`config.mk`:
```
export PLATFORM = sky130hd
export DESIGN_NAME = rsi_core
export DESIGN_NICKNAME = d
export VERILOG_FILES = /design/src/verilog/rsi_pkg.sv /design/src/verilog/rsi_stack_mem.sv /design/src/verilog/rsi_core.sv
export VERILOG_INCLUDE_DIRS = /design/src /design/src/verilog
export SDC_FILE = /design/constraint.sdc
export NUM_CORES = 1
export LEC_CHECK = 0
export BUFFER_PORTS_ARGS = -buffer_cell sky130_fd_sc_hd__clkbuf_2
export CAP_MARGIN = 40
export CORE_ASPECT_RATIO = 1.75
export CORE_MARGIN = 2
export CORE_UTILIZATION = 45
export DETAILED_ROUTE_END_ITERATION = 16
export SYNTH_ARGS = -nofsm -noshare
export SYNTH_HDL_FRONTEND = slang
export SYNTH_SLANG_ARGS = --single-unit
```
`constraint.sdc`:
```
create_clock -name clk_sys_i -period 4.5 [get_ports clk_sys_i]
set_clock_uncertainty 0.2 [all_clocks]
set_input_delay 1.125 -clock clk_sys_i [delete_from_list [all_inputs] [get_ports clk_sys_i]]
set_output_delay 1.125 -clock clk_sys_i [all_outputs]
set_load 0.01 [all_outputs]
```
`src/verilog/rsi_defines.svh`:
```
`ifndef RSI_DEFINES_SVH
`define RSI_DEFINES_SVH

// ********************************************************************
// Widths
// ********************************************************************
`define RSI_IP_W        21
`define RSI_INSTR_W     16
`define RSI_PTR_W       5
`define RSI_DEPTH       32

// ********************************************************************
// Encodings
// ********************************************************************
`define RSI_OPC_DISCARD 16'h0006
`define RSI_OPC_SAVE    16'h0005
`define RSI_CALL_MASK   16'hF800
`define RSI_CALL_MATCH  16'hD800
`define RSI_OFS_MSB     10

// ********************************************************************
// Arithmetic and reset values
// ********************************************************************
`define RSI_RET_STEP    21'h000002
`define RSI_TOP_RST     21'h000000
`define RSI_PTR_RST     5'h00
`define RSI_PTR_STEP    5'h01

`endif

```
`src/verilog/rsi_pkg.sv`:
```
package rsi_pkg;

    // Instruction phases, Gray coded so one bit flips per clock.
    typedef enum logic [1:0] {
        PH_Q1 = 2'b00,
        PH_Q2 = 2'b01,
        PH_Q3 = 2'b11,
        PH_Q4 = 2'b10
    } rsi_phase_t;

    typedef enum logic [1:0] {
        CY_IDLE = 2'b00,
        CY_EXEC = 2'b01,
        CY_NOP  = 2'b11
    } rsi_cyc_t;

    typedef enum logic [1:0] {
        OP_DISCARD = 2'b00,
        OP_SAVE    = 2'b01,
        OP_CALL    = 2'b11,
        OP_NONE    = 2'b10
    } rsi_op_t;

endpackage

```
`src/verilog/rsi_stack_mem.sv`:
```
`timescale 1ns/10ps
`include "rsi_defines.svh"

module rsi_stack_mem
    import rsi_pkg::*;
(
    // Clock and reset
    input  wire logic                   clk_sys_i,
    input  wire logic                   resetn_i,
    // Write port
    input  wire logic                   wr_en_i,
    input  wire logic [`RSI_PTR_W-1:0]  wr_addr_i,
    input  wire logic [`RSI_IP_W-1:0]   wr_data_i,
    // Read port
    input  wire logic [`RSI_PTR_W-1:0]  rd_addr_i,
    output logic      [`RSI_IP_W-1:0]   rd_data_o
);

    logic [`RSI_IP_W-1:0] mem_q [`RSI_DEPTH];
    logic [`RSI_IP_W-1:0] rd_data_d;
    logic [`RSI_IP_W-1:0] rd_data_q;

    always_comb begin
        rd_data_d = mem_q[rd_addr_i];
    end

    // The array has no reset; only the read register is cleared.
    always_ff @(posedge clk_sys_i) begin
        if (wr_en_i) begin
            mem_q[wr_addr_i] <= wr_data_i;
        end
        if (!resetn_i) begin
            rd_data_q <= `RSI_TOP_RST;
        end else begin
            rd_data_q <= rd_data_d;
        end
    end

    assign rd_data_o = rd_data_q;

endmodule

```
`src/verilog/rsi_core.sv`:
```
`timescale 1ns/10ps
`include "rsi_defines.svh"

module rsi_core
    import rsi_pkg::*;
(
    // Clock and reset
    input  wire logic                     clk_sys_i,
    input  wire logic                     resetn_i,
    // Fetched instruction
    input  wire logic                     instr_valid_i,
    input  wire logic [`RSI_INSTR_W-1:0]  instr_word_i,
    input  wire logic [`RSI_IP_W-1:0]     instruction_pointer_i,
    // Software access to the top entry
    input  wire logic                     tos_wr_en_i,
    input  wire logic [`RSI_IP_W-1:0]     tos_wr_data_i,
    // Stack state
    output logic      [`RSI_IP_W-1:0]     stack_top_entry_o,
    output logic      [`RSI_PTR_W-1:0]    stack_depth_o,
    // Instruction pointer update
    output logic                          ip_load_o,
    output logic      [`RSI_IP_W-1:0]     ip_next_o,
    output logic                          busy_o,
    output rsi_phase_t                    phase_o
);

    localparam int IW = `RSI_IP_W;

    // ****************************************************************
    // Decoding
    // ****************************************************************
    function automatic rsi_op_t decode_op(input logic [`RSI_INSTR_W-1:0] w);
        rsi_op_t op;
        op = OP_NONE;
        if (w == `RSI_OPC_DISCARD) begin
            op = OP_DISCARD;
        end else if (w == `RSI_OPC_SAVE) begin
            op = OP_SAVE;
        end else if ((w & `RSI_CALL_MASK) == `RSI_CALL_MATCH) begin
            op = OP_CALL;
        end
        return op;
    endfunction

    // The word offset is sign extended and doubled into a byte offset.
    function automatic logic [`RSI_IP_W-1:0] call_target(
        input logic [`RSI_IP_W-1:0]    ip,
        input logic [`RSI_INSTR_W-1:0] w
    );
        logic [`RSI_IP_W-1:0] ofs;
        ofs = {{(IW - `RSI_OFS_MSB - 2){w[`RSI_OFS_MSB]}}, w[`RSI_OFS_MSB:0], 1'b0};
        return IW'(ip + `RSI_RET_STEP + ofs);
    endfunction

    // ****************************************************************
    // Sequencing state
    // ****************************************************************
    rsi_phase_t            phase_q;
    rsi_phase_t            phase_d;
    rsi_cyc_t              cyc_q;
    rsi_cyc_t              cyc_d;
    rsi_op_t               op_q;
    rsi_op_t               op_d;
    logic [`RSI_IP_W-1:0]  ip_q;
    logic [`RSI_IP_W-1:0]  ip_d;
    logic [`RSI_INSTR_W-1:0] word_q;
    logic [`RSI_INSTR_W-1:0] word_d;
    logic [`RSI_IP_W-1:0]  next_q;
    logic [`RSI_IP_W-1:0]  next_d;
    logic                  accept;
    logic                  push_evt;
    logic                  pop_evt;
    logic                  stack_chg;
    rsi_op_t               dec_op;

    always_comb begin
        dec_op = decode_op(instr_word_i);
        accept = (phase_q == PH_Q1) && (cyc_q != CY_NOP) && instr_valid_i
                 && (dec_op != OP_NONE);
        push_evt = (cyc_q == CY_EXEC) && (phase_q == PH_Q2)
                   && ((op_q == OP_SAVE) || (op_q == OP_CALL));
        pop_evt = (cyc_q == CY_EXEC) && (phase_q == PH_Q3)
                  && (op_q == OP_DISCARD);
        stack_chg = push_evt || pop_evt;
    end

    always_comb begin
        phase_d = phase_q;
        cyc_d   = cyc_q;
        op_d    = op_q;
        ip_d    = ip_q;
        word_d  = word_q;
        next_d  = next_q;
        case (phase_q)
            PH_Q1: begin
                phase_d = PH_Q2;
                if (cyc_q != CY_NOP) begin
                    cyc_d = accept ? CY_EXEC : CY_IDLE;
                    op_d  = accept ? dec_op : OP_NONE;
                    if (accept) begin
                        ip_d   = instruction_pointer_i;
                        word_d = instr_word_i;
                    end
                end
            end
            PH_Q2: begin
                phase_d = PH_Q3;
            end
            PH_Q3: begin
                phase_d = PH_Q4;
                if ((cyc_q == CY_EXEC) && (op_q == OP_CALL)) begin
                    next_d = call_target(ip_q, word_q);
                end
            end
            PH_Q4: begin
                phase_d = PH_Q1;
                // A call spends the whole next instruction cycle idle.
                if ((cyc_q == CY_EXEC) && (op_q == OP_CALL)) begin
                    cyc_d = CY_NOP;
                    op_d  = OP_NONE;
                end else if (cyc_q == CY_NOP) begin
                    cyc_d = CY_IDLE;
                end
            end
            default: begin
                phase_d = PH_Q1;
                cyc_d   = CY_IDLE;
            end
        endcase
    end

    always_ff @(posedge clk_sys_i) begin
        if (!resetn_i) begin
            phase_q <= PH_Q1;
            cyc_q   <= CY_IDLE;
            op_q    <= OP_NONE;
            ip_q    <= `RSI_TOP_RST;
            word_q  <= '0;
            next_q  <= `RSI_TOP_RST;
        end else begin
            phase_q <= phase_d;
            cyc_q   <= cyc_d;
            op_q    <= op_d;
            ip_q    <= ip_d;
            word_q  <= word_d;
            next_q  <= next_d;
        end
    end

    // ****************************************************************
    // Return stack
    // ****************************************************************
    // The top entry lives in a register; deeper levels live in memory,
    // whose read port always looks one level below the top. Overflow and
    // underflow simply wrap the pointer.
    logic [`RSI_IP_W-1:0]  top_q;
    logic [`RSI_IP_W-1:0]  top_d;
    logic [`RSI_PTR_W-1:0] sp_q;
    logic [`RSI_PTR_W-1:0] sp_d;
    logic [`RSI_PTR_W-1:0] rd_addr;
    logic [`RSI_IP_W-1:0]  below;

    always_comb begin
        top_d   = top_q;
        sp_d    = sp_q;
        rd_addr = sp_q - `RSI_PTR_STEP;
        if (push_evt) begin
            top_d = IW'(ip_q + `RSI_RET_STEP);
            sp_d  = sp_q + `RSI_PTR_STEP;
        end else if (pop_evt) begin
            top_d = below;
            sp_d  = sp_q - `RSI_PTR_STEP;
        end else if (tos_wr_en_i) begin
            top_d = tos_wr_data_i;
        end
    end

    always_ff @(posedge clk_sys_i) begin
        if (!resetn_i) begin
            top_q <= `RSI_TOP_RST;
            sp_q  <= `RSI_PTR_RST;
        end else begin
            top_q <= top_d;
            sp_q  <= sp_d;
        end
    end

    rsi_stack_mem u_mem (
        .clk_sys_i (clk_sys_i),
        .resetn_i  (resetn_i),
        .wr_en_i   (push_evt),
        .wr_addr_i (sp_q),
        .wr_data_i (top_q),
        .rd_addr_i (rd_addr),
        .rd_data_o (below)
    );

    // No status flag is produced here; all three instructions leave them.
    assign stack_top_entry_o = top_q;
    assign stack_depth_o     = sp_q;
    assign ip_load_o         = (cyc_q == CY_EXEC) && (op_q == OP_CALL) && (phase_q == PH_Q4);
    assign ip_next_o         = next_q;
    assign busy_o            = (cyc_q == CY_NOP);
    assign phase_o           = phase_q;
endmodule

```
**After elaboration in Yosys (flattened, before gate mapping)**

Memories as Yosys holds them, arrays and structs flattened. A register that Yosys moved wholly into a read port is not among the register bits.
Cells that the tools add are included.

- Register bits: 85
- Bits in latches: 0
- RAM bits: 672
- ROM bits: 0
- Input bits: 62
- Output and inout bits: 51
- Memories kept: 1

Memory list:

| name | depth | bits a word | rd ports | clocked after Yosys merged registers in | wr ports | line | text |
|---|---|---|---|---|---|---|---|
| u_mem.mem_q | 32 | 21 | 1 | 1 | 1 | rsi_stack_mem.sv:19 | `` logic [`RSI_IP_W-1:0] mem_q [`RSI_DEPTH]; `` |

- Add/subtract/negate cells: 4
- Multiply operators: 0
- Div/mod/pow operators: 0
- $lt $le $gt $ge: 0
- Eq/ne operators: 15
- Shift-type cells: 0
- Mux-type cells: 20
- Bitwise logic cells: 0
- Reductions and logical operators: 20

Operators with widths:

| kind | count |
|---|---|
| $mux W21 | 3 |
| $eq A16 B3 Y1 const B | 2 |
| $add A21 B2 Y21 const B | 1 |
| $add A21 B21 Y21 | 1 |
| $mux W2 | 8 |
| $mux W5 | 2 |
| $logic_and A1 B1 Y1 | 9 |
| $reduce_and A3 Y1 | 3 |
| $eq A2 B2 Y1 const B | 4 |
| $pmux W2 S2 | 2 |
| $pmux W2 S4 | 1 |
| $eq A2 B1 Y1 const B | 3 |
| $ne A2 B2 Y1 const B | 3 |
| $add A5 B1 Y5 const B | 1 |
| $eq A5 B5 Y1 const B | 1 |
| $sub A5 B1 Y5 const B | 1 |
| $logic_not A2 Y1 | 2 |
| $mux W1 | 4 |
| $reduce_bool A2 Y1 | 2 |
| $ne A3 B3 Y1 const B | 1 |
| $reduce_bool A3 Y1 | 1 |
| $ne A2 B1 Y1 const B | 1 |
| $reduce_and A2 Y1 | 1 |
| $logic_not A1 Y1 | 1 |
| $logic_or A1 B1 Y1 | 1 |

**Longest topological paths before layout**

- Word-level depth: 9
- Gate-level depth with buffers: 14

**Cells and area by module**

Synthesis repeated with hierarchy kept, for this count alone.

- Cell total of the unflattened synthesis: 1745
- Area total of the unflattened synthesis: 31283.8 µm²

Modules (own cells, without submodules):

| module | instances | cells each | area an instance (µm²) | seq. area each (µm²) |
|---|---|---|---|---|
| rsi_stack_mem | 1 | 1150 | 26168.8 | 20599.8 |
| rsi_core | 1 | 595 | 5114.9 | 1701.6 |

**Worst setup path before layout**

Ideal clock, no wire load.

- Path type: flip-flop to flip-flop
- From: register ip_q[1]
- To: register next_q[17] (netlist: ip_next_o[17])
- Library setup time: 0.122 ns
- Arrival time: 2.930 ns
- Slack: 1.247 ns
- Cell stages (with the launch flop): 15
- Cells stage by stage: dfxtp_1 -> ha_1 -> nand3_1 -> or3_2 -> inv_1 -> nand2_1 -> xnor2_1 -> ha_1 -> and3_1 -> and2_1 -> a221oi_1 -> nor2b_1 -> a21oi_1 -> xnor2_1 -> o21ai_0

- Cells in the longest elaborated chain, start to end: 2

RTL lines:

| what | line | text |
|---|---|---|
| start, declared | rsi_core.sv:64 | `` logic [`RSI_IP_W-1:0] ip_q; `` |
| start signal, assigned | rsi_core.sv:137 | `` ip_q <= `RSI_TOP_RST; `` |
| start signal, assigned | rsi_core.sv:144 | `ip_q <= ip_d;` |
| $add A21 B2 Y21 (no source line) | - |  |
| $add A21 B21 Y21 | rsi_core.sv:52 | `` return IW'(ip + `RSI_RET_STEP + ofs); `` |
| end signal, assigned | rsi_core.sv:139 | `` next_q <= `RSI_TOP_RST; `` |
| end signal, assigned | rsi_core.sv:146 | `next_q <= next_d;` |
| end, declared | rsi_core.sv:68 | `` logic [`RSI_IP_W-1:0] next_q; `` |

No other way between the ends.
A chain may end at the register's enable or synchronous reset.

**Worst setup path after layout**

Ends and elaborated chain as after synthesis.

==> impl_results.md <==
* Outcome: finished clean
* Buf/Inv on CP at 1
* Post-synth EDFFs at 672
* DP Area at 33300 sq um
* Crit-path leading delay family: simple AND/OR/NAND/NOR gates
* CP arrival at 4.34 ns
* DR iter-0 viols at 1267
* Avg Cell Area, Syn at 18.7 sq um
* Total power at 13.7 mW
* Finished Layout Cells at 2792
* Top area cells in the synthesized netlist: edfxtp_1, mux4_2, dfxtp_1, nand2_1, ha_1
* Port bufs at ~110
* Vias in the first global route at about 17k
* Count leader, synth: edfxtp_1
* CTS Buf Count at 68
* Worst R2R Path Depth at 14
* Cts hold-fix bufs at 0
* Die Area at 71500 sq um
* Fin crit share at 0.892
* Setup Viol. Count Final at 0
* Post-CTS setup buffers at 0
* Placed cell count at 2670
* Cell area after layout at 35400 sq um
* Crit end category: flop
* Register-to-Register Setup Slack at 0.49 ns
* R2R Path Start: ip_q[1]$_SDFFE_PN0P_
* TritonCTS Sinks at 778
* Worst Path Max Fanout at 6
* DRC errors left at 0
* Global-route wire length before repair at 110000 microns
* Synth warnings at 0
* DR vias at 15.9k
* Power density cells at 388 nW/um^2
* Least-Margin Pin Slew at 0.823 ns
* Distinct cells, synth at 60
* Horiz. Die Dim at 203 microns
* Tmin final at between 4 and 5 ns
* Number of detailed-route iterations in the first pass at 6
* Mapped Nets at 1757
* H-tree depth at 3
* Layout area overhead at 13.6%
* CP Data Required Time at slightly below 5 ns
* #FFs+latches synth at around 780
* Total global routing overflow at 0
* Clk pin slew, worst setup/hold paths at approximately 0.060 ns
* FP Rows at 127
* Slowest-stage cell, CP: or3_2
* Initial antenna violation count at 1
* Final hold vios at 0
* Setup tns final at 0 ns
* Initial Utilization at 0.455
* Critical Path Sink: ip_next_o[17]$_SDFFE_PN0P_
* Max-slew violation count at 0
* Critical path origin: ip_q[1]$_SDFFE_PN0P_
* Root Driver: clkbuf_16
* GP Congestion at 0.927
* Ports at 113
* Core ar. at 68500 sq um
* Antenna Cells at 0
* CTS tree: done
* Max rail drop VDD at 257 uV
* Detailed Route WL at about 74000 microns
* Maxcap violations at 0
* Most frequent cells after synthesis: edfxtp_1, mux4_2, nand2_1
* WHS at 0.270 ns
* Slowest stage delay, CP at 0.59 ns
* Post_cts resized at 0
* Max Freq at 249 MHz
* RSZ-0062 raised after global routing: false
* Post-Synthesis Cells at 1667
* GRT Total Usage at 0.210
* Setup CP Type: flop to flop
* Yosys top cell by area: edfxtp_1
* Die height at 352 microns
* Sequential fraction of the synthesis area at 0.716
* Async SR Flop Fraction at 0
* Detail-routed via count per cell at 5.69
* Leakage power total at approximately 12 nW
* Startpoint types: flop
* Nets at between 1.5k and 2k
* Largest net degree at the start of global routing at 85
* Worst Hold Class: flop to flop
* Longest Clk Path Bufs at 3
* Reg2reg end: ip_next_o[17]$_SDFFE_PN0P_
* Relative slew slack at 0.451
* Synth top area share at 0.648
* Placed wire-length estimate at 48200 microns
* Final ANT Viol Nets at 0
* Cell-by-cell trace of the critical path: ha_1 > nand3_1 > or3_2 > inv_1 > nand2_1 > xnor2_1 > ha_1 > and3_1 > and2_1 > a221oi_1 > nor2b_1 > a21oi_1 > xnor2_1 > o21ai_0
* Layout cells sized above 1 at 0.285
* Routed len/inst at 26.5 microns
* WP depth at 14
* Ys flop type: edfxtp_1
* Synth Cell Area at 31200 sq um
* Later-pin clock latency in the skew report at around 0.6 ns
-- final cells by class --
| class | instances | area (sq um) |
|---|---|---|
| inverter | 11 | 41.3 |
| multi-input combinational | 788 | 8540 |
| clock buffer | 85 | 1830 |
| clock inverter | 37 | 274 |
| timing repair buffer | 190 | 1270 |
| sequential | 778 | 22300 |
| tap | 903 | 1130 |
| fill | 5478 | 33100 |
-- cell usage in the layout, fill, tap and decap left out, types with 11 or more instances in the layout --
master and n:
nor2b_1 42, ha_1 26, nand3_1 15, o221ai_1 15, buf_4 68, xor2_1 16
mux2i_1 32, mux4_2 210, clkbuf_2 111, a21oi_1 25, clkinv_1 19, nor2_2 33
and2_1 19, a21boi_0 44, nand2_1 125, inv_1 11, edfxtp_1 672, xnor2_1 20
clkbuf_16 71, dfxtp_1 105, nand4_1 11, clkbuf_1 14, nor2_1 29, o21ai_0 29
-- tightest hold or removal path, delay by kind of cell (launching register included) --
kind / cells / cell delay (ns)
AND/OR/NAND/NOR: 1 / 0.05
AO/OA/AOI/OAI: 1 / 0.06
flip-flops: 1 / 0.31
-- metal layers --
metal  track usage  part of all wire  vias to the layer above
met4        0.0777             0.034                        0
met3        0.0246             0.047                      128
met5             0                 0                        -
li1              -                 -                     7021
met2         0.395              0.56                      496
met1         0.243              0.36                     8230
-- state kept, by name, indices dropped and copies added, names as in the netlist --
signal and count:
ip_next_o 21, op_q 2, cyc_q 2, word_q 11
u_mem.mem_q 672, stack_depth_o 5, u_mem.rd_data_o 21, phase_o 2
stack_top_entry_o 21, ip_q 21
-- metrics by stage --
| step | worst slack, ns | utilization |
|---|---|---|
| after floorplan | 1.25 | - |
| after global placement | 0.516 | 0.485 |
| after detailed placement | 0.489 | 0.486 |
| after CTS | 0.463 | 0.517 |
| after global routing | 0.295 | 0.517 |
| final | 0.487 | 0.517 |
-- power breakdown --
part	internal, mW	switching (mW)	leakage (nW)
Sequential	7.84	0.0180	6.99
Clock	3.07	2.55	1.01
Combinational	0.0741	0.168	3.69
-- how the worst min path moves through the flow --
stage	from	endpoint	slack [ns]	cells past startpoint
floorplan	ip_q[0]$_SDFFE_PN0P_	ip_next_o[0]$_SDFFE_PN0P_	0.25	2
global placement	ip_next_o[0]$_SDFFE_PN0P_	ip_next_o[0]$_SDFFE_PN0P_	0.25	2
detailed placement	ip_next_o[1]$_SDFFE_PN0P_	ip_next_o[1]$_SDFFE_PN0P_	0.26	2
CTS	ip_next_o[1]$_SDFFE_PN0P_	ip_next_o[1]$_SDFFE_PN0P_	0.27	2
global route	ip_next_o[4]$_SDFFE_PN0P_	ip_next_o[4]$_SDFFE_PN0P_	0.29	2
finish	ip_next_o[0]$_SDFFE_PN0P_	ip_next_o[0]$_SDFFE_PN0P_	0.27	2
-- kinds of logic after synthesis --
family,share of synthesized area
AOI/OAI and AO/OA,0.0345
xor gates and xnor gates,0.0118
adders and majority gates,0.0115
buffers and inverters,0.0146
DFF,0.716
muxes,0.162
and+or+nand+nor,0.0500
(Power assumes the default switching activity.)
